[config.mk]
export PLATFORM = sky130hd
export DESIGN_NAME = sro_top
export DESIGN_NICKNAME = d
export VERILOG_FILES = /design/src/design/sro_pkg.sv /design/src/design/sro_output_decode.sv /design/src/design/sro_wb_slave.sv /design/src/design/sro_top.sv
export SDC_FILE = /design/constraint.sdc
export NUM_CORES = 1
export LEC_CHECK = 0
export ABC_AREA = 1
export BUFFER_PORTS_ARGS = -buffer_cell sky130_fd_sc_hd__clkbuf_2
export CAP_MARGIN = 20
export CELL_PAD_IN_SITES_DETAIL_PLACEMENT = 2
export CELL_PAD_IN_SITES_GLOBAL_PLACEMENT = 2
export CORE_ASPECT_RATIO = 0.7
export CORE_MARGIN = 4
export CORE_UTILIZATION = 33
export DETAILED_ROUTE_END_ITERATION = 7
export PLACE_DENSITY_LB_ADDON = 0.1
export SYNTH_ARGS = -nofsm -noshare
export SYNTH_HDL_FRONTEND = slang
export SYNTH_SLANG_ARGS = --single-unit
export TNS_END_PERCENT = 5
[constraint.sdc]
create_clock -name clk_sys -period 2 [get_ports clk_sys]
set_input_delay 0.3 -clock clk_sys [delete_from_list [all_inputs] [get_ports clk_sys]]
set_output_delay 0.3 -clock clk_sys [all_outputs]
set_load 0.02 [all_outputs]
[src/design/sro_pkg.sv]
package sro_pkg;
    // Global SYSREF control map (byte offsets of 8-bit registers)
    localparam logic [7:0] ADDR_GLOBAL_POWER = 8'h18;
    localparam logic [7:0] ADDR_BIAS_DELAY = 8'h19;
    localparam logic [7:0] ADDR_FB_DIV_LOW = 8'h1a;
    localparam logic [7:0] ADDR_IN_DIV = 8'h1b;
    // Per-output state registers, one byte each, chosen block
    localparam logic [7:0] ADDR_OUT_STATE_BASE = 8'h20;
    localparam int NUM_OUTPUTS = 8;

    // Field positions
    localparam int POS_GLOBAL_PD = 7;
    localparam int POS_BIAS_TYPE = 7;
    localparam int POS_DLC_LSB = 5;
    localparam int POS_FB_DIV_MSB = 0;
    localparam int POS_AMP_LSB = 0;
    localparam int POS_OUT_PD = 2;
    localparam int POS_FORMAT = 3;
    localparam int POS_ENABLE = 4;
    localparam int POS_PREBIAS = 5;
    localparam int POS_SOURCE = 6;

    // Reset values
    localparam logic [7:0] RST_GLOBAL_POWER = 8'h80;
    localparam logic [7:0] RST_BIAS_DELAY = 8'h80;
    localparam logic [7:0] RST_FB_DIV_LOW = 8'h08;
    localparam logic [7:0] RST_IN_DIV = 8'h08;
    localparam logic [7:0] RST_OUT_STATE = 8'h40;

    // Writable bit masks; others read as zero
    localparam logic [7:0] MASK_GLOBAL_POWER = 8'h80;
    localparam logic [7:0] MASK_BIAS_DELAY = 8'he1;
    localparam logic [7:0] MASK_FB_DIV_LOW = 8'hff;
    localparam logic [7:0] MASK_IN_DIV = 8'h7f;
    localparam logic [7:0] MASK_OUT_STATE = 8'h7f;

    // Amplitude codes
    typedef enum logic [1:0] {
        SRO_AMP_250MV = 2'h0,
        SRO_AMP_500MV = 2'h1,
        SRO_AMP_750MV = 2'h2,
        SRO_AMP_1000MV = 2'h3
    } sro_amp_t;

    // Leg level of one output
    typedef enum logic [1:0] {
        SRO_LEG_OFF = 2'h0,
        SRO_LEG_LOW = 2'h1,
        SRO_LEG_XPOINT = 2'h2,
        SRO_LEG_TOGGLE = 2'h3
    } sro_leg_t;

    // Per-output decoded driver state
    typedef struct packed {
        logic powered;
        logic ecl_format;
        sro_amp_t amplitude;
        logic use_sysref;
        sro_leg_t true_leg;
        sro_leg_t comp_leg;
    } sro_drv_t;

    typedef struct packed {
        logic [7:0] adr;
        logic [7:0] dat;
        logic we;
        logic sel;
        logic req;
    } sro_wb_req_t;
endpackage : sro_pkg

[src/design/sro_output_decode.sv]
`timescale 1ns/1ns
`default_nettype none
// Turns one output's register byte plus the global bits into driver state
module sro_output_decode (
    input wire logic clk_sys,
    input wire logic arst_n,
    input wire logic [7:0] state_reg,
    input wire logic global_pd,
    input wire logic bias_type,
    input wire logic ref_rise,
    input wire logic ref_level,
    output sro_pkg::sro_drv_t drv,
    output logic ref_output_true,
    output logic ref_output_complement
);
    logic armed;
    logic next_armed;
    sro_pkg::sro_drv_t next_drv;
    logic next_true;
    logic next_comp;
    logic out_power_down;
    logic out_format_select;
    logic out_enable;
    logic out_prebias_bit;
    logic out_source_select;

    assign out_power_down = state_reg[sro_pkg::POS_OUT_PD];
    assign out_format_select = state_reg[sro_pkg::POS_FORMAT];
    assign out_enable = state_reg[sro_pkg::POS_ENABLE];
    assign out_prebias_bit = state_reg[sro_pkg::POS_PREBIAS];
    assign out_source_select = state_reg[sro_pkg::POS_SOURCE];

    // Driver state; toggling waits for the first reference rise
    always_comb begin
        next_drv = '0;
        next_armed = armed;
        next_true = 1'b0;
        next_comp = 1'b0;
        if (global_pd || out_power_down) begin
            next_armed = 1'b0;
        end else if (!out_enable) begin
            next_drv.powered = 1'b1;
            next_drv.true_leg = sro_pkg::SRO_LEG_LOW;
            next_drv.comp_leg = sro_pkg::SRO_LEG_LOW;
            next_armed = 1'b0;
        end else begin
            next_drv.powered = 1'b1;
            next_drv.ecl_format = out_format_select;
            next_drv.amplitude = sro_pkg::sro_amp_t'(state_reg[1:0]);
            next_drv.use_sysref = out_source_select;
            if (ref_rise && !(out_prebias_bit && !out_format_select)) begin
                next_armed = 1'b1;
            end
            if (out_format_select) begin
                next_drv.true_leg = armed ? sro_pkg::SRO_LEG_TOGGLE : sro_pkg::SRO_LEG_LOW;
                next_drv.comp_leg = next_drv.true_leg;
                next_true = armed & ref_level;
                next_comp = ~(armed & ref_level);
            end else if (out_prebias_bit) begin
                // Static: a rise does not arm it (armed keeps its value), never toggles
                next_drv.true_leg = bias_type ? sro_pkg::SRO_LEG_XPOINT
                                              : sro_pkg::SRO_LEG_LOW;
                next_drv.comp_leg = next_drv.true_leg;
                next_comp = ~bias_type;
            end else if (armed) begin
                next_drv.true_leg = sro_pkg::SRO_LEG_TOGGLE;
                next_drv.comp_leg = sro_pkg::SRO_LEG_TOGGLE;
                next_true = ref_level;
                next_comp = ~ref_level;
            end else begin
                next_drv.true_leg = bias_type ? sro_pkg::SRO_LEG_XPOINT
                                              : sro_pkg::SRO_LEG_LOW;
                next_drv.comp_leg = next_drv.true_leg;
                next_comp = ~bias_type;
            end
        end
    end

    // Registered driver state
    always_ff @(posedge clk_sys or negedge arst_n) begin
        if (!arst_n) begin
            armed <= 1'b0;
            drv <= '0;
            ref_output_true <= 1'b0;
            ref_output_complement <= 1'b0;
        end else begin
            armed <= next_armed;
            drv <= next_drv;
            ref_output_true <= next_true;
            ref_output_complement <= next_comp;
        end
    end
endmodule : sro_output_decode
`default_nettype wire

[src/design/sro_wb_slave.sv]
`timescale 1ns/1ns
`default_nettype none
// Classic Wishbone slave front: one-cycle ack, registered read data
module sro_wb_slave (
    input wire logic clk_sys,
    input wire logic arst_n,
    input wire logic wb_cyc_i,
    input wire logic wb_stb_i,
    input wire logic wb_we_i,
    input wire logic [7:0] wb_adr_i,
    input wire logic [7:0] wb_dat_i,
    input wire logic wb_sel_i,
    input wire logic [7:0] rd_data,
    input wire logic rd_hit,
    output logic wb_ack_o,
    output logic wb_err_o,
    output logic [7:0] wb_dat_o,
    output sro_pkg::sro_wb_req_t req
);
    logic next_ack;
    logic next_err;
    logic [7:0] next_dat;
    logic strobe;

    // New request only when no answer is pending
    assign strobe = wb_cyc_i && wb_stb_i && !wb_ack_o && !wb_err_o;

    // Write takes effect in the answer cycle, so one write per access
    always_comb begin
        req.adr = wb_adr_i;
        req.dat = wb_dat_i;
        req.we = wb_we_i;
        req.sel = wb_sel_i;
        req.req = strobe && rd_hit;
        next_ack = strobe && rd_hit;
        next_err = strobe && !rd_hit;
        next_dat = (strobe && rd_hit && !wb_we_i) ? rd_data : wb_dat_o;
    end

    always_ff @(posedge clk_sys or negedge arst_n) begin
        if (!arst_n) begin
            wb_ack_o <= 1'b0;
            wb_err_o <= 1'b0;
            wb_dat_o <= 8'h00;
        end else begin
            wb_ack_o <= next_ack;
            wb_err_o <= next_err;
            wb_dat_o <= next_dat;
        end
    end
endmodule : sro_wb_slave
`default_nettype wire

[src/design/sro_top.sv]
// Function
// - Eight identical per-output state registers
// - Two-bit amplitude 250 to 1000 mV
// - Power-down overrides format, enable, amplitude
// - Format bit: 0 differential, 1 ECL
// - Enable 0 holds output low
// - Global power-down, resets to 1
// - Bias type affects differential outputs only
// - Bias 0, prebias 0: low, toggle later
// - Bias 0, prebias 1: static low
// - Bias 1, prebias 0: crosspoint, toggle later
// - Bias 1, prebias 1: static crosspoint
// - Source select: 0 clock, 1 sysref
//
// Added by the designer: the Wishbone register port.
`timescale 1ns/1ns
`default_nettype none
module sro_top (
    input wire logic clk_sys,
    input wire logic arst_n,
    input wire logic wb_cyc_i,
    input wire logic wb_stb_i,
    input wire logic wb_we_i,
    input wire logic [7:0] wb_adr_i,
    input wire logic [7:0] wb_dat_i,
    input wire logic wb_sel_i,
    output logic wb_ack_o,
    output logic wb_err_o,
    output logic [7:0] wb_dat_o,
    input wire logic ref_in,
    output logic global_ref_power_down,
    output logic bias_type,
    output logic [1:0] delay_unit_multiplier,
    output logic [8:0] calib_feedback_divider,
    output logic [6:0] calib_input_divider_value,
    output sro_pkg::sro_drv_t [7:0] out_drv,
    output logic [7:0] ref_output_true,
    output logic [7:0] ref_output_complement
);
    logic [7:0] sysref_global_power;
    logic [7:0] sysref_bias_and_delay_unit;
    logic [7:0] calib_feedback_divider_low;
    logic [7:0] calib_input_divider;
    logic [7:0] ref_output_state [sro_pkg::NUM_OUTPUTS];
    logic [7:0] next_global_power;
    logic [7:0] next_bias_delay;
    logic [7:0] next_fb_low;
    logic [7:0] next_in_div;
    logic [7:0] next_out_state [sro_pkg::NUM_OUTPUTS];
    logic [7:0] rd_data;
    logic rd_hit;
    logic ref_prev;
    logic ref_rise;
    logic wr;
    sro_pkg::sro_wb_req_t req;

    // Bus front end
    sro_wb_slave u_wb (
        .clk_sys(clk_sys),
        .arst_n(arst_n),
        .wb_cyc_i(wb_cyc_i),
        .wb_stb_i(wb_stb_i),
        .wb_we_i(wb_we_i),
        .wb_adr_i(wb_adr_i),
        .wb_dat_i(wb_dat_i),
        .wb_sel_i(wb_sel_i),
        .rd_data(rd_data),
        .rd_hit(rd_hit),
        .wb_ack_o(wb_ack_o),
        .wb_err_o(wb_err_o),
        .wb_dat_o(wb_dat_o),
        .req(req)
    );

    assign wr = req.req && req.we && req.sel;

    // Address decode and read mux; unmapped addresses get err
    always_comb begin
        rd_hit = 1'b1;
        rd_data = 8'h00;
        case (req.adr)
            sro_pkg::ADDR_GLOBAL_POWER: rd_data = sysref_global_power;
            sro_pkg::ADDR_BIAS_DELAY: rd_data = sysref_bias_and_delay_unit;
            sro_pkg::ADDR_FB_DIV_LOW: rd_data = calib_feedback_divider_low;
            sro_pkg::ADDR_IN_DIV: rd_data = calib_input_divider;
            default: begin
                if (req.adr[7:3] == sro_pkg::ADDR_OUT_STATE_BASE[7:3]) begin
                    rd_data = ref_output_state[req.adr[2:0]];
                end else begin
                    rd_hit = 1'b0;
                end
            end
        endcase
    end

    // Register writes; reserved bits masked so they read zero
    always_comb begin
        next_global_power = sysref_global_power;
        next_bias_delay = sysref_bias_and_delay_unit;
        next_fb_low = calib_feedback_divider_low;
        next_in_div = calib_input_divider;
        for (int i = 0; i < sro_pkg::NUM_OUTPUTS; i++) begin
            next_out_state[i] = ref_output_state[i];
        end
        if (wr) begin
            case (req.adr)
                sro_pkg::ADDR_GLOBAL_POWER:
                    next_global_power = req.dat & sro_pkg::MASK_GLOBAL_POWER;
                sro_pkg::ADDR_BIAS_DELAY:
                    next_bias_delay = req.dat & sro_pkg::MASK_BIAS_DELAY;
                sro_pkg::ADDR_FB_DIV_LOW:
                    next_fb_low = req.dat & sro_pkg::MASK_FB_DIV_LOW;
                sro_pkg::ADDR_IN_DIV:
                    next_in_div = req.dat & sro_pkg::MASK_IN_DIV;
                default: begin
                    if (req.adr[7:3] == sro_pkg::ADDR_OUT_STATE_BASE[7:3]) begin
                        next_out_state[req.adr[2:0]] =
                            req.dat & sro_pkg::MASK_OUT_STATE;
                    end
                end
            endcase
        end
    end

    // Register bank with documented reset values
    always_ff @(posedge clk_sys or negedge arst_n) begin
        if (!arst_n) begin
            sysref_global_power <= sro_pkg::RST_GLOBAL_POWER;
            sysref_bias_and_delay_unit <= sro_pkg::RST_BIAS_DELAY;
            calib_feedback_divider_low <= sro_pkg::RST_FB_DIV_LOW;
            calib_input_divider <= sro_pkg::RST_IN_DIV;
            for (int i = 0; i < sro_pkg::NUM_OUTPUTS; i++) begin
                ref_output_state[i] <= sro_pkg::RST_OUT_STATE;
            end
            ref_prev <= 1'b0;
        end else begin
            sysref_global_power <= next_global_power;
            sysref_bias_and_delay_unit <= next_bias_delay;
            calib_feedback_divider_low <= next_fb_low;
            calib_input_divider <= next_in_div;
            for (int i = 0; i < sro_pkg::NUM_OUTPUTS; i++) begin
                ref_output_state[i] <= next_out_state[i];
            end
            ref_prev <= ref_in;
        end
    end

    // Reference edge detect; input treated as synchronous
    assign ref_rise = ref_in && !ref_prev;

    // Global fields driven straight from the registers
    assign global_ref_power_down = sysref_global_power[sro_pkg::POS_GLOBAL_PD];
    assign bias_type = sysref_bias_and_delay_unit[sro_pkg::POS_BIAS_TYPE];
    assign delay_unit_multiplier =
        sysref_bias_and_delay_unit[sro_pkg::POS_DLC_LSB +: 2];
    assign calib_feedback_divider = {sysref_bias_and_delay_unit[sro_pkg::POS_FB_DIV_MSB],
                                     calib_feedback_divider_low};
    assign calib_input_divider_value = calib_input_divider[6:0];

    // One identical decoder per output
    for (genvar g = 0; g < sro_pkg::NUM_OUTPUTS; g++) begin : g_out
        sro_output_decode u_dec (
            .clk_sys(clk_sys),
            .arst_n(arst_n),
            .state_reg(ref_output_state[g]),
            .global_pd(global_ref_power_down),
            .bias_type(bias_type),
            .ref_rise(ref_rise),
            .ref_level(ref_in),
            .drv(out_drv[g]),
            .ref_output_true(ref_output_true[g]),
            .ref_output_complement(ref_output_complement[g])
        );
    end
endmodule : sro_top
`default_nettype wire

==> reports/qor.yml <==
setup_viol: 0
synth.most_common_cell: "nand2_1"
tightest_slew_ps: 552
io_pins: 141
htree_levels: 4
fin_util_pct: 41.6
worstSetupStartpointType: "flip-flop"
leakagePower_uw: 0.00480
wl_um: 26000
finClkSkew_ps: 7.57
dp_slack_ps: 43.2
power_density_nw_per_um2: 753
antenna_found_initial: 0
ant_nets: 0
grt_max_degree: 57
hold_buffers: 2
post_cts_resized: 0
ys_warn_count: 0
grt_overflow: 0
tns_ps: 0
crit_family: "flip-flops"
drive_above_1_share_pct: 23.6
finalCriticalPeriod_ps: 1740
synth.distinct_cells: 28
ys_seq_elements: 167
max_stage_delay_ps: 750
post-route-cell-area_sq_um: 9160
areaGrowthSynthToFinish_pct: 22.0
maxCapViolCount: 0
clock_latency_ps: 440
status: "finished clean"
finalNetCount: 1024
place_hpwl_um: 19100
yosysTopAreaCell: "dfrtp_1"
rsz0062_at_grt: "no"
grt_pass1_vias: 7049
drt-wirelength-per-cell_um: 19.7
grt_pass1_wl_um: 42000
port_buffers: 140
clk_pin_slew_ps: 70
drt_iter0_drc: 372
cts_sinks: 167
synth_top_cell_area_share_pct: 51.7
grt_use_total_pct: 21.6
crit_required_ps: 1700
finalCritPeriodShare_pct: 86.8
post_cts_buffers: 0
min_path_type: "input port to flip-flop"
dr.pass1.iters: 6
num_vias: 6445
syn_area_sq_um: 7500
slew_headroom_pct: 63.2
die-area_sq_um: 25200
timing.fmax_mhz: 576
core_sq_um: 22000
avgSynthCellArea_sq_um: 8.72
synth_edf_count: 0
vdd_drop_max_v: 0.000568
place_congestion: 0.810
critPathCaptureType: "output pin"
cts_tree: "yes"
viasPerCell: 4.89
die_x_um: 188
critPathSlowestCell: "dfstp_2"
async_flop_share_pct: 100
synthCells: 860
synth.top_cells.by_count: "nand2_1 (183), dfrtp_1 (155), inv_1 (116)"
synth_ff_type: "dfrtp_1"
start_util_pct: 34.1
worstPathMaxFanout: 10
drv_slew: 0
critPathKind: "flip-flop to output pin"
synthesis.nets: 883
synth_seq_area_share_pct: 55.9
hold_viol_final: 0
finalWorstSetupSlack_ps: 263
root_buffer: "clkbuf_16"
cts_buffer_depth: 2
cp.arrival_ps: 1440
rows: 45
insertedDiodeCount: 0
drc: 0
synth.area.top_cells: "dfrtp_1 (52%), nand2_1 (9.2%), o21bai_1 (6.0%), inv_1 (5.8%), dfstp_2 (4.2%)"
numCtsBuffers: 17
die_h_um: 134
cp_num_buf_inv: 1
worstPathCellList: "clkbuf_2"
dpl_cell_area_sq_um: 8590
state kept, by name, indices dropped and copies added (netlist names):
register                           cells
g_out.u_dec.armed                      8
u_wb.wb_dat_o                          8
u_wb.wb_err_o                          1
ref_prev                               1
g_out.u_dec.ref_output_complement      8
sysref_global_power                    1
u_wb.wb_ack_o                          1
calib_input_divider                    7
g_out.u_dec.drv                       56
ref_output_state                      56
sysref_bias_and_delay_unit             4
g_out.u_dec.ref_output_true            8
calib_feedback_divider_low             8
area by class of cell:
cell class	instances	area (sq um)
fillers	2510	12900
flip-flops and latches	167	4190
multi-input cells	511	2450
repair buffers	180	1110
inverters	124	465
clock buffers	17	425
well taps	305	382
clock inverters	15	121
through the flow:
step | hold slack [ps] | instances | total power (uW)
after detailed placement | 308 | 1285 | 3840
after floorplan | 4.41 | 860 | 3580
after global placement | 315 | 1285 | 3830
after CTS | 98.8 | 1319 | 6990
final | 123 | 1319 | 6900
after global routing | 119 | 1319 | 7170
routing by layer:
layer | global-route usage (%) | vias up | routed length (um)
li1 | - | 2981 | -
met1 | 31.0 | 3344 | 12800
met2 | 34.6 | 102 | 12100
met3 | 3.38 | 18 | 822
met4 | 4.85 | 0 | 218
met5 | 0 | - | 0
power by group:
group / internal [uW] / switching, uW / total [uW]
clock: 1610 / 1510 / 3120
sequential: 3380 / 3.16 / 3390
combinational: 103 / 282 / 386
total: 5100 / 1800 / 6900
cell usage in the layout (no fill, tap or decap), types with 9 or more instances in the layout:
| master | n |
|---|---|
| nand2_1 | 183 |
| dfrtp_1 | 155 |
| clkbuf_2 | 139 |
| inv_1 | 116 |
| nor2_1 | 80 |
| o21bai_1 | 60 |
| nand3_1 | 57 |
| buf_4 | 30 |
| o21ai_0 | 29 |
| nor3_1 | 25 |
| a21oi_1 | 25 |
| clkbuf_16 | 17 |
| o21ai_1 | 16 |
| dfstp_2 | 12 |
| nand4_1 | 9 |
cells by family after synthesis:
family | share of synthesized area (%)
buffers and inverters | 11.4
flip-flops | 55.9
AND/OR/NAND/NOR | 20.6
AO/OA/AOI/OAI | 12.2
final timing paths:
check | from | end | slack [ps] | depth (start not counted)
max | sysref_global_power[7] | global_ref_power_down | 260 | 1
max reg2reg | u_wb.wb_ack_o | ref_output_state[35] | 350 | 7
min reg2reg | ref_output_state[10] | g_out[6].u_dec.drv[8] | 470 | 1
max in group asynchronous | arst_n | ref_output_state[22] | 910 | 3
min | wb_dat_i[7] | sysref_bias_and_delay_unit[7] | 120 | 3
min in group asynchronous | arst_n | g_out[3].u_dec.ref_output_true | 400 | 2
Note: power is estimated with default switching activity, not from simulation.
